==> config.mk <==
export PLATFORM = sky130hd
export DESIGN_NAME = pbm_mux
export DESIGN_NICKNAME = d
export VERILOG_FILES = /design/src/pbm_pkg.sv /design/src/pbm_mux.sv
export SDC_FILE = /design/constraint.sdc
export NUM_CORES = 1
export LEC_CHECK = 0
export BUFFER_PORTS_ARGS = -buffer_cell sky130_fd_sc_hd__buf_2
export CAP_MARGIN = 20
export CORE_ASPECT_RATIO = 1.2
export CORE_UTILIZATION = 43
export DETAILED_ROUTE_END_ITERATION = 16
export GPL_ROUTABILITY_DRIVEN = 0
export HOLD_SLACK_MARGIN = 0.15
export PLACE_DENSITY = 0.91
export SYNTH_ARGS = -nofsm -noshare
export SYNTH_HDL_FRONTEND = slang
export SYNTH_SLANG_ARGS = --single-unit
==> constraint.sdc <==
create_clock -name ref_clk_i -period 1.55 [get_ports ref_clk_i]
set_input_delay 0 -clock ref_clk_i [delete_from_list [all_inputs] [get_ports ref_clk_i]]
set_output_delay 0 -clock ref_clk_i [all_outputs]
set_load 0.01 [all_outputs]
==> src/pbm_pkg.sv <==
// Package for the port B pins 6..0 alternate-function mux
package pbm_pkg;

  // ---------------------------------------------------------------
  // Pin positions
  // ---------------------------------------------------------------
  localparam int PBM_NPINS = 7;
  localparam int PBM_PIN_CNT0 = 0;
  localparam int PBM_PIN_CNT1 = 1;
  localparam int PBM_PIN_IRQ2 = 2;
  localparam int PBM_PIN_CMPA = 3;
  localparam int PBM_PIN_SEL = 4;
  localparam int PBM_PIN_MOSI = 5;
  localparam int PBM_PIN_MISO = 6;
  localparam int PBM_NPCH = 5;

  // ---------------------------------------------------------------
  // Reset values
  // ---------------------------------------------------------------
  localparam logic [PBM_NPINS-1:0] PBM_PAD_RST = 7'h00;
  localparam logic [PBM_NPINS-1:0] PBM_DIE_RST = 7'h7F;
  localparam logic PBM_SEL_N_RST = 1'b1;

  // ---------------------------------------------------------------
  // Types
  // ---------------------------------------------------------------
  typedef enum logic [2:0] {
    PBM_SPI_OFF    = 3'b001,
    PBM_SPI_SLAVE  = 3'b010,
    PBM_SPI_MASTER = 3'b100
  } pbm_spi_role_e;

  // Port data-direction and output register bits
  typedef struct packed {
    logic [PBM_NPINS-1:0] dir;
    logic [PBM_NPINS-1:0] out;
  } pbm_port_s;

  // Pad controls: pull-up, output enable, output value, input enable
  typedef struct packed {
    logic [PBM_NPINS-1:0] pu;
    logic [PBM_NPINS-1:0] oe;
    logic [PBM_NPINS-1:0] pv;
    logic [PBM_NPINS-1:0] die;
  } pbm_pad_s;

  // Inputs handed to peripherals
  typedef struct packed {
    logic [PBM_NPCH-1:0] pin_change;
    logic external_irq_two;
    logic counter_one_ext_input;
    logic counter_zero_ext_input;
    logic usart_zero_sync_clock;
    logic sel_n;
    logic slave_active;
    logic master_in;
    logic slave_in;
  } pbm_per_s;

  typedef struct packed {
    pbm_pad_s pad;
    pbm_per_s per;
  } pbm_state_s;

endpackage : pbm_pkg

==> src/pbm_mux.sv <==
// Port B pins 6..0 alternate-function override mux
`timescale 1ns/1ps

// How it works
// SPI slave forces select pin 4 to input, ignoring its direction bit.
// Slave SPI is active only while select pin 4 is low.
// SPI master leaves pin 4 direction to its direction bit.
// Forced-input select pin keeps pull-up from its port output bit.
// Timer 0 compare B drives pin 4 only when pin 4 is output.
// Timer 0 compare A drives pin 3 only when pin 3 is output.
// Pins 4..0 feed pin-change sources 12..8.
// Pin 2 also feeds external interrupt two.
// Pin 1 feeds the timer 1 external count input.
// Pin 0 feeds the timer 0 external count input.
// Clock-output fuse drives divided clock on pin 1, overriding port bits.
// With the fuse set, pin 1 keeps the clock during reset.
// Serial port zero clock on pin 0: out if direction one, else in.
// Pin 0 clock function works only in synchronous mode.
// MISO: master input, slave output; MOSI: master output, slave input.
// SPI master forces MISO pin 6 to input.
// Any asserted override enable replaces the register-derived pad value.
// Each pin input reaches all its sharing functions at once.
module pbm_mux
  import pbm_pkg::*;
(
  // Clock and reset
  input  wire logic ref_clk_i,
  input  wire logic rst_i,
  // Port registers
  input  wire pbm_port_s port_i,
  input  wire logic pull_up_disable_i,
  input  wire logic sleep_input_off_i,
  // Pads
  input  wire logic [PBM_NPINS-1:0] pad_in_i,
  output pbm_pad_s pad_o,
  // SPI
  input  wire logic spi_en_i,
  input  wire logic spi_master_i,
  input  wire logic spi_master_out_i,
  input  wire logic spi_slave_out_i,
  // Timer 0 compare outputs
  input  wire logic timer_zero_compare_a_en_i,
  input  wire logic timer_zero_compare_a_out_i,
  input  wire logic timer_zero_compare_b_en_i,
  input  wire logic timer_zero_compare_b_out_i,
  // Interrupt enables
  input  wire logic pin_change_group_en_i,
  input  wire logic [PBM_NPCH-1:0] pin_change_mask_i,
  input  wire logic external_irq_two_en_i,
  // Clock output and serial port zero
  input  wire logic clock_output_fuse_i,
  input  wire logic divided_sysclk_out_i,
  input  wire logic serial_port_zero_sync_i,
  input  wire logic usart_zero_sync_clock_out_i,
  // Peripheral inputs
  output pbm_per_s per_o
);

  // ---------------------------------------------------------------
  // Override terms
  // ---------------------------------------------------------------
  pbm_spi_role_e role;
  logic slave;
  logic master;
  logic [PBM_NPINS-1:0] puoe, puov, ddoe, ddov, pvoe, pvov, dieoe, dieov;
  pbm_pad_s eff;
  pbm_state_s s_q, s_d;
  logic [1:0] clk_pin_q;
  logic [PBM_NPINS-1:0] din;

  always_comb begin
    unique case ({spi_en_i, spi_master_i})
      2'b10: role = PBM_SPI_SLAVE;
      2'b11: role = PBM_SPI_MASTER;
      default: role = PBM_SPI_OFF;
    endcase
  end
  assign slave = (role == PBM_SPI_SLAVE);
  assign master = (role == PBM_SPI_MASTER);

  // Pull-up keeps following port bit while direction is forced
  assign puoe = {master, slave, slave, 4'h0};
  assign puov = {port_i.out[PBM_PIN_MISO] & ~pull_up_disable_i,
                 port_i.out[PBM_PIN_MOSI] & ~pull_up_disable_i,
                 port_i.out[PBM_PIN_SEL] & ~pull_up_disable_i, 4'h0};
  // Slave forces pin 4 and MOSI in, master forces MISO in
  // Fuse forces pin 1 out
  assign ddoe = {master, slave, slave, 2'h0, clock_output_fuse_i, 1'b0};
  assign ddov = {3'h0, 2'h0, clock_output_fuse_i, 1'b0};
  // Output values; direction still comes from the direction bit
  assign pvoe = {slave, master, timer_zero_compare_b_en_i,
                 timer_zero_compare_a_en_i, 1'b0, clock_output_fuse_i,
                 serial_port_zero_sync_i};
  assign pvov = {spi_slave_out_i, spi_master_out_i,
                 timer_zero_compare_b_out_i, timer_zero_compare_a_out_i,
                 1'b0, divided_sysclk_out_i, usart_zero_sync_clock_out_i};
  // Enabled interrupt inputs stay alive in sleep
  assign dieoe = {2'h0, pin_change_mask_i & {PBM_NPCH{pin_change_group_en_i}}}
                 | {4'h0, external_irq_two_en_i, 2'h0};
  assign dieov = {PBM_NPINS{1'b1}};

  // ---------------------------------------------------------------
  // Per-pin override application
  // ---------------------------------------------------------------
  for (genvar i = 0; i < PBM_NPINS; i++) begin : g_pin
    logic pu_reg;
    assign pu_reg = port_i.out[i] & ~port_i.dir[i] & ~pull_up_disable_i;
    assign eff.pu[i] = puoe[i] ? puov[i] : pu_reg;
    assign eff.oe[i] = ddoe[i] ? ddov[i] : port_i.dir[i];
    assign eff.pv[i] = pvoe[i] ? pvov[i] : port_i.out[i];
    assign eff.die[i] = dieoe[i] ? dieov[i] : ~sleep_input_off_i;
    assign din[i] = pad_in_i[i] & eff.die[i];
  end

  // ---------------------------------------------------------------
  // Next state
  // ---------------------------------------------------------------
  always_comb begin
    s_d = s_q;
    s_d.pad = eff;
    // One gated input fans out to every sharing function except slave_active, which takes the raw pad
    s_d.per.pin_change = din[PBM_NPCH-1:0];
    s_d.per.external_irq_two = din[PBM_PIN_IRQ2];
    s_d.per.counter_one_ext_input = din[PBM_PIN_CNT1];
    s_d.per.counter_zero_ext_input = din[PBM_PIN_CNT0];
    s_d.per.usart_zero_sync_clock = serial_port_zero_sync_i
        & ~port_i.dir[PBM_PIN_CNT0] & din[PBM_PIN_CNT0];
    s_d.per.sel_n = din[PBM_PIN_SEL];
    // Raw pad level: a sleeping input must not read as a low select
    s_d.per.slave_active = slave & ~pad_in_i[PBM_PIN_SEL];
    s_d.per.master_in = master & din[PBM_PIN_MISO];
    s_d.per.slave_in = slave & din[PBM_PIN_MOSI];
  end

  always_ff @(posedge ref_clk_i or posedge rst_i) begin
    if (rst_i) begin
      s_q.pad.pu <= PBM_PAD_RST;
      s_q.pad.oe <= PBM_PAD_RST;
      s_q.pad.pv <= PBM_PAD_RST;
      s_q.pad.die <= PBM_DIE_RST;
      s_q.per <= '0;
      s_q.per.sel_n <= PBM_SEL_N_RST;
    end else begin
      s_q <= s_d;
    end
  end

  // Pin 1 flop has no reset so the clock keeps running through reset
  always_ff @(posedge ref_clk_i) begin
    clk_pin_q <= {eff.oe[PBM_PIN_CNT1], eff.pv[PBM_PIN_CNT1]};
  end

  // ---------------------------------------------------------------
  // Outputs
  // ---------------------------------------------------------------
  assign pad_o.pu = s_q.pad.pu;
  assign pad_o.die = s_q.pad.die;
  assign pad_o.oe = {s_q.pad.oe[PBM_NPINS-1:2], clk_pin_q[1],
                     s_q.pad.oe[0]};
  assign pad_o.pv = {s_q.pad.pv[PBM_NPINS-1:2], clk_pin_q[0],
                     s_q.pad.pv[0]};
  assign per_o = s_q.per;

  // First edge after reset still shows reset values, so checks wait two
  logic [1:0] chk_live_q;
  always_ff @(posedge ref_clk_i or posedge rst_i) begin
    if (rst_i) begin
      chk_live_q <= 2'h0;
    end else begin
      chk_live_q <= {chk_live_q[0], 1'h1};
    end
  end
endmodule : pbm_mux

Yosys cells after proc, flatten, opt, wreduce, memory -nomap -nowiden. Cells that the tools add are included.

Output and inout port bits: 41. Register bits after elaboration: 43. Input bits: 44. Logic and storage cells: 80.

Equal/unequal tests: 4. Bitwise gates (word level): 41. Muxes and demuxes: 21.

Operators with widths (count): AND 1 bit (29); two-way mux 1 bit (20); NOT 1 bit (10); case mux 3 bit (2 select lines) (1); AND 5 bit (1); bitwise OR 5 x 3 -> 5 bit (1); == test 2 bit, second input constant (2); == test 3 x 2 -> 1 bit, second input constant (1); == test 3 bit, second input constant (1).

Depth between registers and ports, before layout. Gate-level depths: netlist of run 1.

Word-level depth: 5. Depth in mapped cells: 3. Mapped depth without buffers: 2.

Least setup slack after synthesis of run 1. No wires, ideal clock.

Path kind: reg-to-output. Start: reg pad_o[5] (netlist name). End: out pad_o[6] (netlist bit). Required time: 1.550 ns. Path slack: 0.901 ns. Arrival: 0.649 ns. Stages on the path, launching flop included: 2. Buffers on the path: 1. Path through: dfstp_2 buf_4.

RTL lines: end: declaration (line pbm_mux.sv:35) `output pbm_pad_s pad_o,`.

==> results.md, run 1 <==
- Status: complete, no violations
- Final min period: 1531 ps
- Cells after Synth: 87
- Die Y: 61.50 um
- Area of the multi-input gates: 290.3 um2
- Fraction of layout cells with a size suffix above 1: 48.03%
- CP max-delay cell: dlygate4sd3_1
- Reg clk slew, reported paths: 110 ps
- Critical Path Source: spi_master_i
- Total grt overflow: 0
- GRT Total Usage: 32.69%
- Peak VDD IR: 814.4 uV
- Pwr Density: 835.4 nW/um2
- CP Cell Sequence: dlygate4sd3_1, buf_2, nand2b_4, dlygate4sd3_1, mux2_4
- Top cell type's share of synthesized area: 55.23%
- Post-CTS Setup Inserts: 0
- Fmax: 653.0 MHz
- Clock buffer count from CTS: 5
- Initial Utilization: 45.55%
- Clock buffer depth: 2
- Routed WL: 4735 um
- Post-synth net total: 131
- Smallest setup slack after layout: 18.53 ps
- Unique masters post-synth: 25
- Vias: 1,294
- Die Footprint: 3172 um2
- Wire per inst: 18.00 um
- Hold_ws: 264.9 ps
- Post-CTS resize count: 0
- Pre-CTS WS: 830.0 ps
- Family with the most delay on the worst path: buffers and inverters
- Worst Hold Class: in2async
- Initial antenna violation count: 0
- Layout area overhead: 80.97%
- Synthesized area: 1269 um2
- DRC Markers: 0
- Yosys reg bits: 37
- Max incr delay on CP: 610 ps
- DR iter-0 viols: 46
- End point of the critical path: pad_o[13]$_DFF_PP0_
- Worst path depth: 5
- Max-slew headroom: 71.96%
- Final std cells w/o fill: 263
- Antenna Nets Post-Route: 0
- I/O Buffers: 84
- Worst setup SP type: input port
- Crit path top cell by count: dlygate4sd3_1
- TritonCTS clock tree: yes
- Critical path class: in2reg
- Vias in the first global route: 1,367
- Placed insts: 201
- Post-synth EDFFs: 0
- WP data required: 1800 ps
- N_diodes: 0
- CP Buf/Inv Count: 3
- Drt pass-1 iters: 4
- Count leader, synth: dfrtp_1
- CORE AREA: 2785 um2
- Overall power: 1.918 mW
- Via density: 4.920
- P_leak: 1.201 nW
- Yosys warnings: 0
- Htree depth: 2
- Register area: 924.6 um2
- Fin. max-slew vios: 0
- Crit end category: register
- Root buf cell: clkbuf_4
- Final setup vio count: 0
- RSZ-0062 raised after global routing: no
- Final Hold Violating Endpoints: 0
- Fin crit share: 98.80%
- Layout Nets: 272
- FP Rows: 21
- Fraction of the yosys area taken by sequential cells: 72.88%
- Fraction of registers with async set/reset: 94.59%
- Largest net degree at the start of global routing: 36
- Mean cell area of the mapped netlist: 14.58 um2
- Worst slew pin tran: 420.6 ps
- Main synth FF type: dfrtp_1
- First-pass GRT wire length: 6913 um
- Critical path fanouts, max: 5
- Synth top cells by count: 28 x dfrtp_1, 9 x nand2_1, 7 x dfstp_2
- Max_cap viols: 0
- Sink Count: 37
- Area contributors post-synth: dfrtp_1 55%, dfstp_2 14%, mux2_2 3.6%
- Hpwl dp: 2116 um
- Die W: 51.59 um
- Layout fillers: 159
- Yosys top cell by area: dfrtp_1
- Num ports: 85
- Critical path arrival: 1780 ps
- Setup TNS: 0 ps
[how the worst min path moves through the flow]
stage	endpoint	slack (ps)	depth (start not counted)
global route	per_o[9]$_DFF_PP0_	310	4
detailed placement	pad_o[9]$_DFF_PP0_	110	3
finish	pad_o[20]$_DFF_PP0_	260	4
floorplan	pad_o[14]$_DFF_PP0_	30	0
CTS	pad_o[9]$_DFF_PP0_	280	4
global placement	pad_o[9]$_DFF_PP0_	100	3
[per-layer routing]
layer  vias to the layer above  GRT usage [%]  wire length (um)
met3                        21          13.09               369
met4                         0          20.08               221
met5                         -              0                 0
met1                       618          30.24              1567
li1                        562              -                 -
met2                        93          59.93              2577
[cells by family after synthesis]
family / after synthesis / share of synthesized area (%)
AO/OA/AOI/OAI: 8 / 4.241
AND/OR/NAND/NOR: 26 / 12.72
buffers and inverters: 10 / 4.240
multiplexers: 6 / 5.917
flip-flops: 37 / 72.88
[layout by cell type (no fill, tap or decap), drive strengths merged]
cell type and n:
a21boi 5, a21oi 2, a31oi 1, and2 2
and4 1, buf 85, clkbuf 6, clkinv 2
dfrtp 28, dfstp 7, dfxtp 2, dlygate4sd3 54
inv 5, mux2 6, nand2 9, nand2b 3
nand3 1, nor2 1, nor2b 1, nor3 1
nor3b 5, nor4bb 1, or2 1
[area by class of cell]
cell class,count,share of cell area [%]
Timing Repair Buffer,139,42.18
Clock inverter,2,0.4360
Tap cell,34,1.853
Inverter,5,0.8174
Multi-Input combinational cell,40,12.64
Sequential cell,37,40.27
Clock buffer,6,1.798
[worst min-delay path: stages]
cell           delay, ps
dlygate4sd3_1        530
buf_2                120
inv_1                 40
buf_4                370
[registers in the layout, indices dropped and copies added, names as in the netlist]
register   count
per_o         10
pad_o         25
clk_pin_q      2
[power by group]
group	switching, mW	internal [mW]
clock network	0.326	0.173
registers	0.0209	1.03
logic	0.164	0.208
total	0.511	1.41
[through the flow]
step / instance area (um2) / utilization (%)
floorplan: 1269 / -
global placement: 1704 / 61.19
detailed placement: 1704 / 61.19
CTS: 2296 / 82.43
global route: 2296 / 82.43
finish: 2296 / 82.43
[timing repair]
item / 4_1_cts / 5_1_grt
hold buffers: 54 / 0
hold endpoints to repair: 72 / 0
setup endpoints to repair: 0 / 0
No activity file was read; power rests on OpenSTA's default activity.
==> run 2, diff against run 1 <==
--- a/config.mk
+++ b/config.mk
@@ -5,6 +5,7 @@
 export SDC_FILE = /design/constraint.sdc
 export NUM_CORES = 1
 export LEC_CHECK = 0
+export ABC_AREA = 1
 export BUFFER_PORTS_ARGS = -buffer_cell sky130_fd_sc_hd__buf_2
 export CAP_MARGIN = 20
 export CORE_ASPECT_RATIO = 1.2
@@ -12,7 +13,7 @@
 export DETAILED_ROUTE_END_ITERATION = 16
 export GPL_ROUTABILITY_DRIVEN = 0
 export HOLD_SLACK_MARGIN = 0.15
-export PLACE_DENSITY = 0.91
+export PLACE_DENSITY = 0.92
 export SYNTH_ARGS = -nofsm -noshare
 export SYNTH_HDL_FRONTEND = slang
 export SYNTH_SLANG_ARGS = --single-unit
==> run 2 against run 1 <==
Compared with the run above:
- worst hold slack worse by 28 ps
- sequential power about the same
- critical endpoint is now pad_o[19]$_DFF_PP0_
- routed wire length down 22%
- largest cell class unchanged
- combinational power about the same
==> results.md, run 2 <==
- GRT Total Usage: 25.89% (-6.8 points)
- WP data required: 1800 ps (about the same)
- DR iter-0 viols: 24 (-48%)
- Fmax: 729.5 MHz (+12%)
- Post-CTS Setup Inserts: 0 (unchanged)
- Worst Hold Class: in2async
- Sink Count: 37 (unchanged)
- Top cell type's share of synthesized area: 56.39% (+1.2 points)
- Placed insts: 224 (+11%)
- Synth top cells by count: 28 x dfrtp_1, 28 x nand2_1, 13 x inv_1
- Status: complete, no violations
- Family with the most delay on the worst path: buffers and inverters
- Fin crit share: 88.44% (-10 points)
- Max-slew headroom: 82.47% (+11 points)
- Max incr delay on CP: 580 ps (-30 ps)
- Critical Path Source: spi_master_i
- Mean cell area of the mapped netlist: 11.50 um2 (-21%)
- Fraction of layout cells with a size suffix above 1: 39.08% (-9.0 points)
- Yosys warnings: 0 (unchanged)
- Drt pass-1 iters: 4 (unchanged)
- FP Rows: 21 (unchanged)
- Yosys reg bits: 37 (unchanged)
- Max_cap viols: 0 (unchanged)
- M1 wire length: 1289 um (-18%)
- CP Cell Sequence: dlygate4sd3_1, buf_2, inv_1, nand2_1, inv_1, dlygate4sd3_1, nor2_1
- Antenna Nets Post-Route: 0 (unchanged)
- Fraction of registers with async set/reset: 94.59% (unchanged)
- CP Buf/Inv Count: 5 (+2)
- Die Y: 60.89 um (-1.0%)
- Final setup vio count: 0 (unchanged)
- Area contributors post-synth: dfrtp_1 56%, dfstp_2 15%, nand2_1 8.5%
- Crit end category: register
- Clock buffer depth: 2 (unchanged)
- Die Footprint: 3109 um2 (-2.0%)
- Initial Utilization: 45.03% (-0.52 points)
- Via density: 4.468 (-9.2%)
- Max FFs per register: 25 (unchanged)
- Clock buffer count from CTS: 5 (unchanged)
- Area after DPL: 1690 um2 (-0.81%)
- Worst setup SP type: input port
- Pre-CTS WS: 924.9 ps (+94.89 ps)
- First-pass GRT wire length: 5664 um (-18%)
- Post-route cell area: 2380 um2 (+3.7%)
- Reg clk slew, reported paths: 100 ps (about the same)
- TritonCTS clock tree: yes
- Fin. max-slew vios: 0 (unchanged)
- Routed WL: 3707 um (-22%)
- Critical path class: in2reg
- Htree depth: 2 (unchanged)
- Vias in the first global route: 1,371 (+0.29%)
- Yosys top cell by area: dfrtp_1
- I/O Buffers: 84 (unchanged)
- Unique masters post-synth: 17 (-32%)
- Num ports: 85 (unchanged)
- Die W: 51.07 um (-1.0%)
- Layout Nets: 304 (+12%)
- Hpwl dp: 2016 um (-4.7%)
- Routed length on met3: 147 um (-60%)
- Wire per inst: 12.57 um (-30%)
- Leading cell type in the layout, fill and taps excluded: buf_2
- N_diodes: 0 (unchanged)
- Peak VDD IR: 573.3 uV (-30%)
- Final Hold Violating Endpoints: 0 (unchanged)
- Critical path arrival: 1630 ps (-150 ps)
- Total grt overflow: 0 (unchanged)
- Initial antenna violation count: 0 (unchanged)
- Root buf cell: clkbuf_4
- Post-CTS resize count: 0 (unchanged)
- P_leak: 1.285 nW (+7.0%)
- Worst slew pin tran: 260.6 ps (-159.9 ps)
- DRC Markers: 0 (unchanged)
- Layout area overhead: 91.54%
- Setup TNS: 0 ps (unchanged)
- Pwr Density: 803.9 nW/um2 (-3.8%)
- Most frequent cells in the layout: 84 x buf_2, 63 x dlygate4sd3_1, 28 x nand2_1, 28 x dfrtp_1, 13 x inv_1
- CORE AREA: 2759 um2 (-0.94%)
- RSZ-0062 raised after global routing: no
- Final std cells w/o fill: 295 (+12%)
- Main synth FF type: dfrtp_1
- Overall power: 1.913 mW (-0.27%)
- Cells after Synth: 108 (+24%)
- Vias: 1,318 (+1.9%)
- Final min period: 1371 ps (-160.6 ps)
- CP max-delay cell: dlygate4sd3_1
- DR top layer: met4
- Smallest setup slack after layout: 179.2 ps (+160.6 ps)
- Critical path fanouts, max: 6 (+1)
- Metal2 WL: 2098 um (-19%)
- Synthesized area: 1242 um2 (-2.1%)
- Largest net degree at the start of global routing: 21 (-42%)
- Layout fillers: 168 (+5.7%)
- Post-synth net total: 152 (+16%)
- Fraction of the yosys area taken by sequential cells: 74.42% (+1.5 points)
- Post-synth EDFFs: 0 (unchanged)
## run 2: cell families after synthesis
logic type | synth area share [%]
and+or+nand+nor | 14.30
DFF | 74.42
buffers and inverters | 6.647
AOI/OAI and AO/OA | 4.632
## run 2: per-layer routing
| metal | vias up | track usage [%] |
|---|---|---|
| li1 | 627 | - |
| met1 | 611 | 25.86 |
| met2 | 62 | 47.74 |
| met3 | 18 | 4.261 |
| met4 | 0 | 20.24 |
| met5 | - | 0 |
## run 2: power breakdown
group	switching, mW	leakage (nW)	internal [mW]
sequential	0.0139	0.444	1.03
clock	0.279	0.0326	0.224
combinational	0.161	0.808	0.210
total	0.453	1.29	1.46
## run 2: final timing paths
path                       depth (start not counted)  slack, ps             endpoint
setup / recovery                                   7        180  pad_o[19]$_DFF_PP0_
hold / removal                                     4        240  pad_o[10]$_DFF_PP0_
max in group asynchronous                          4       1020   pad_o[4]$_DFF_PP1_
min in group ref_clk_i                             2        340   pad_o[9]$_DFF_PP0_
## run 2: final cells by class
type                       instances  area, um2  area share [%]
clock buffer                       8      58.81           2.471
inverter                          14      52.55           2.208
multi-input combinational         53      235.2           9.884
sequential                        37      924.6           38.85
tap                               34      42.54           1.788
timing repair buffer             149       1066           44.79
## run 2: metrics by stage
step / hold WS, ps / utilization [%]
3_3_place_gp: 26.66 / 61.27
5_1_grt: 256.1 / 86.26
3_5_place_dp: 40.83 / 61.27
2_1_floorplan: 31.43 / -
6_report: 236.5 / 86.26
4_1_cts: 231.0 / 86.26
## run 2: repair_timing
item                       4_1_cts  5_1_grt
hold endpoints to repair        72        0
hold buffers                    63        0
setup endpoints to repair        0        0
==> run 3, diff against run 2 <==
--- a/config.mk
+++ b/config.mk
@@ -7,9 +7,11 @@
 export LEC_CHECK = 0
 export ABC_AREA = 1
 export BUFFER_PORTS_ARGS = -buffer_cell sky130_fd_sc_hd__buf_2
-export CAP_MARGIN = 20
+export CAP_MARGIN = 0
+export CELL_PAD_IN_SITES_DETAIL_PLACEMENT = 0
+export CELL_PAD_IN_SITES_GLOBAL_PLACEMENT = 1
 export CORE_ASPECT_RATIO = 1.2
-export CORE_UTILIZATION = 43
+export CORE_UTILIZATION = 31
 export DETAILED_ROUTE_END_ITERATION = 16
 export GPL_ROUTABILITY_DRIVEN = 0
 export HOLD_SLACK_MARGIN = 0.15
==> run 3 against run 2 <==
Compared with the run above:
- count of clock-buffer cells in the layout is 1 lower
- routed wire length is 7.3% lower
- global-route usage is 8.7 points lower
- cell area is 1.1% higher
- combinational power is 5% lower
- worst hold slack better by 120 ps
- setup slack worse by 38 ps
- first-iteration DRC count is 4.2% lower
==> results.md, run 3 (same netlist as run 2, synthesis figures left out) <==
- Status: complete, no violations
- Max-slew headroom: 71.81% (-11 points)
- Worst setup SP type: input port
- DR iter-0 viols: 23 (-4.2%)
- Critical Path Source: spi_en_i
- Post-CTS Setup Inserts: 0 (unchanged)
- Max FFs per register: 25 (unchanged)
- Initial antenna violation count: 0 (unchanged)
- Largest net degree at the start of global routing: 36 (+71%)
- Via density: 4.121 (-7.8%)
- Num ports: 85 (unchanged)
- Drt pass-1 iters: 4 (unchanged)
- First-pass GRT wire length: 5264 um (-7.1%)
- Critical path fanouts, max: 6 (unchanged)
- Crit end category: register
- Clock buffer depth: 2 (unchanged)
- Die W: 59.79 um (+17%)
- Final setup vio count: 0 (unchanged)
- Antenna Nets Post-Route: 0 (unchanged)
- FP Rows: 24 (+14%)
- Clock buffer count from CTS: 5 (unchanged)
- P_leak: 1.287 nW (+0.17%)
- GRT Total Usage: 17.18% (-8.7 points)
- Sink Count: 37 (unchanged)
- Layout area overhead: 93.56%
- Area of the multi-input gates: 237.7 um2 (+1.1%)
- Critical path class: in2reg
- WP data required: 1710 ps (-90 ps)
- Peak VDD IR: 456.4 uV (-20%)
- Layout fillers: 331 (+97%)
- Routed WL: 3437 um (-7.3%)
- Htree depth: 2 (unchanged)
- Leading cell type in the layout, fill and taps excluded: buf_2
- Final min period: 1409 ps (+37.76 ps)
- I/O Buffers: 84 (unchanged)
- Worst slew pin tran: 422.9 ps (+162.2 ps)
- Fmax: 709.9 MHz (-2.7%)
- Fin. max-slew vios: 0 (unchanged)
- Initial Utilization: 33.37% (-12 points)
- Most frequent cells in the layout: 84 x buf_2, 58 x dlygate4sd3_1, 28 x dfrtp_1
- Vias: 1,265 (-4.0%)
- N_diodes: 0 (unchanged)
- TritonCTS clock tree: yes
- Hpwl dp: 1953 um (-3.1%)
- Fin crit share: 90.88% (+2.4 points)
- Register area: 924.6 um2 (unchanged)
- Critical path arrival: 1570 ps (-60 ps)
- Setup TNS: 0 ps (unchanged)
- Reg clk slew, reported paths: 70 ps (-30 ps)
- Die Footprint: 4266 um2 (+37%)
- Fraction of layout cells with a size suffix above 1: 40.39% (+1.3 points)
- Worst Hold Class: in2async
- Layout Nets: 298 (-2.0%)
- Overall power: 2.227 mW (+16%)
- Wire per inst: 11.20 um (-11%)
- CORE AREA: 3724 um2 (+35%)
- Die Y: 71.35 um (+17%)
- DRC Markers: 0 (unchanged)
- RSZ-0062 raised after global routing: no
- Vias in the first global route: 1,330 (-3.0%)
- Root buf cell: clkbuf_8
- Max_cap viols: 0 (unchanged)
- Final Hold Violating Endpoints: 0 (unchanged)
- Total grt overflow: 0 (unchanged)
- Pwr Density: 926.0 nW/um2 (+15%)
-- run 3: cell type report --
class                   count  area share, %
flip-flops and latches     37          38.45
clock inverters             1          1.249
repair buffers            143          41.94
clock buffers               7          3.590
multi-input cells          53          9.886
well taps                  52          2.706
inverters                  14          2.185
-- run 3: report_power, final --
| part | leakage (nW) | switching, mW | internal [mW] | total, mW |
|---|---|---|---|---|
| Clock | 0.0585 | 0.311 | 0.524 | 0.835 |
| Combinational | 0.785 | 0.152 | 0.200 | 0.352 |
| Sequential | 0.444 | 0.0132 | 1.03 | 1.04 |
| Total | 1.29 | 0.477 | 1.75 | 2.23 |
-- run 3: final timing paths --
| check | endpoint | slack, ps |
|---|---|---|
| max in group asynchronous | pad_o[1]$_DFF_PP1_ | 860 |
| max | pad_o[13]$_DFF_PP0_ | 140 |
| min in group ref_clk_i | pad_o[9]$_DFF_PP0_ | 370 |
| min | per_o[12]$_DFF_PP0_ | 360 |
-- run 3: per-layer routing --
| layer | track usage [%] | vias to the layer above | wire, um |
|---|---|---|---|
| li1 | - | 616 | - |
| met1 | 13.90 | 573 | 1116 |
| met2 | 34.32 | 65 | 1964 |
| met3 | 6.679 | 11 | 258 |
| met4 | 6.977 | 0 | 97 |
| met5 | 0 | - | 0 |
-- run 3: through the flow --
step / util, % / setup WS (ps) / hold WS [ps] / std cells / instance area [um2]
2_1_floorplan: - / 785.7 / 31.43 / 108 / 1242
3_3_place_gp: 45.80 / 893.2 / 108.2 / 241 / 1705
3_5_place_dp: 45.80 / 890.6 / 117.0 / 241 / 1705
4_1_cts: 64.52 / 135.1 / 360.6 / 307 / 2402
5_1_grt: 64.58 / 63.43 / 385.1 / 307 / 2405
6_report: 64.58 / 141.4 / 358.3 / 307 / 2405
-- run 3: repair_timing --
action                                  CTS  global route
endpoints found under the setup margin    0             1
resized for setup                         0             1
hold buffers                             58             0
hold endpoints to repair                 72             0
-- run 3: worst max-delay path: stages --
cell and delay [ps]:
dlygate4sd3_1 540, buf_2 140, nand2_2 130, inv_1 90, nand2_1 80, nand2_1 50, dlygate4sd3_1 550
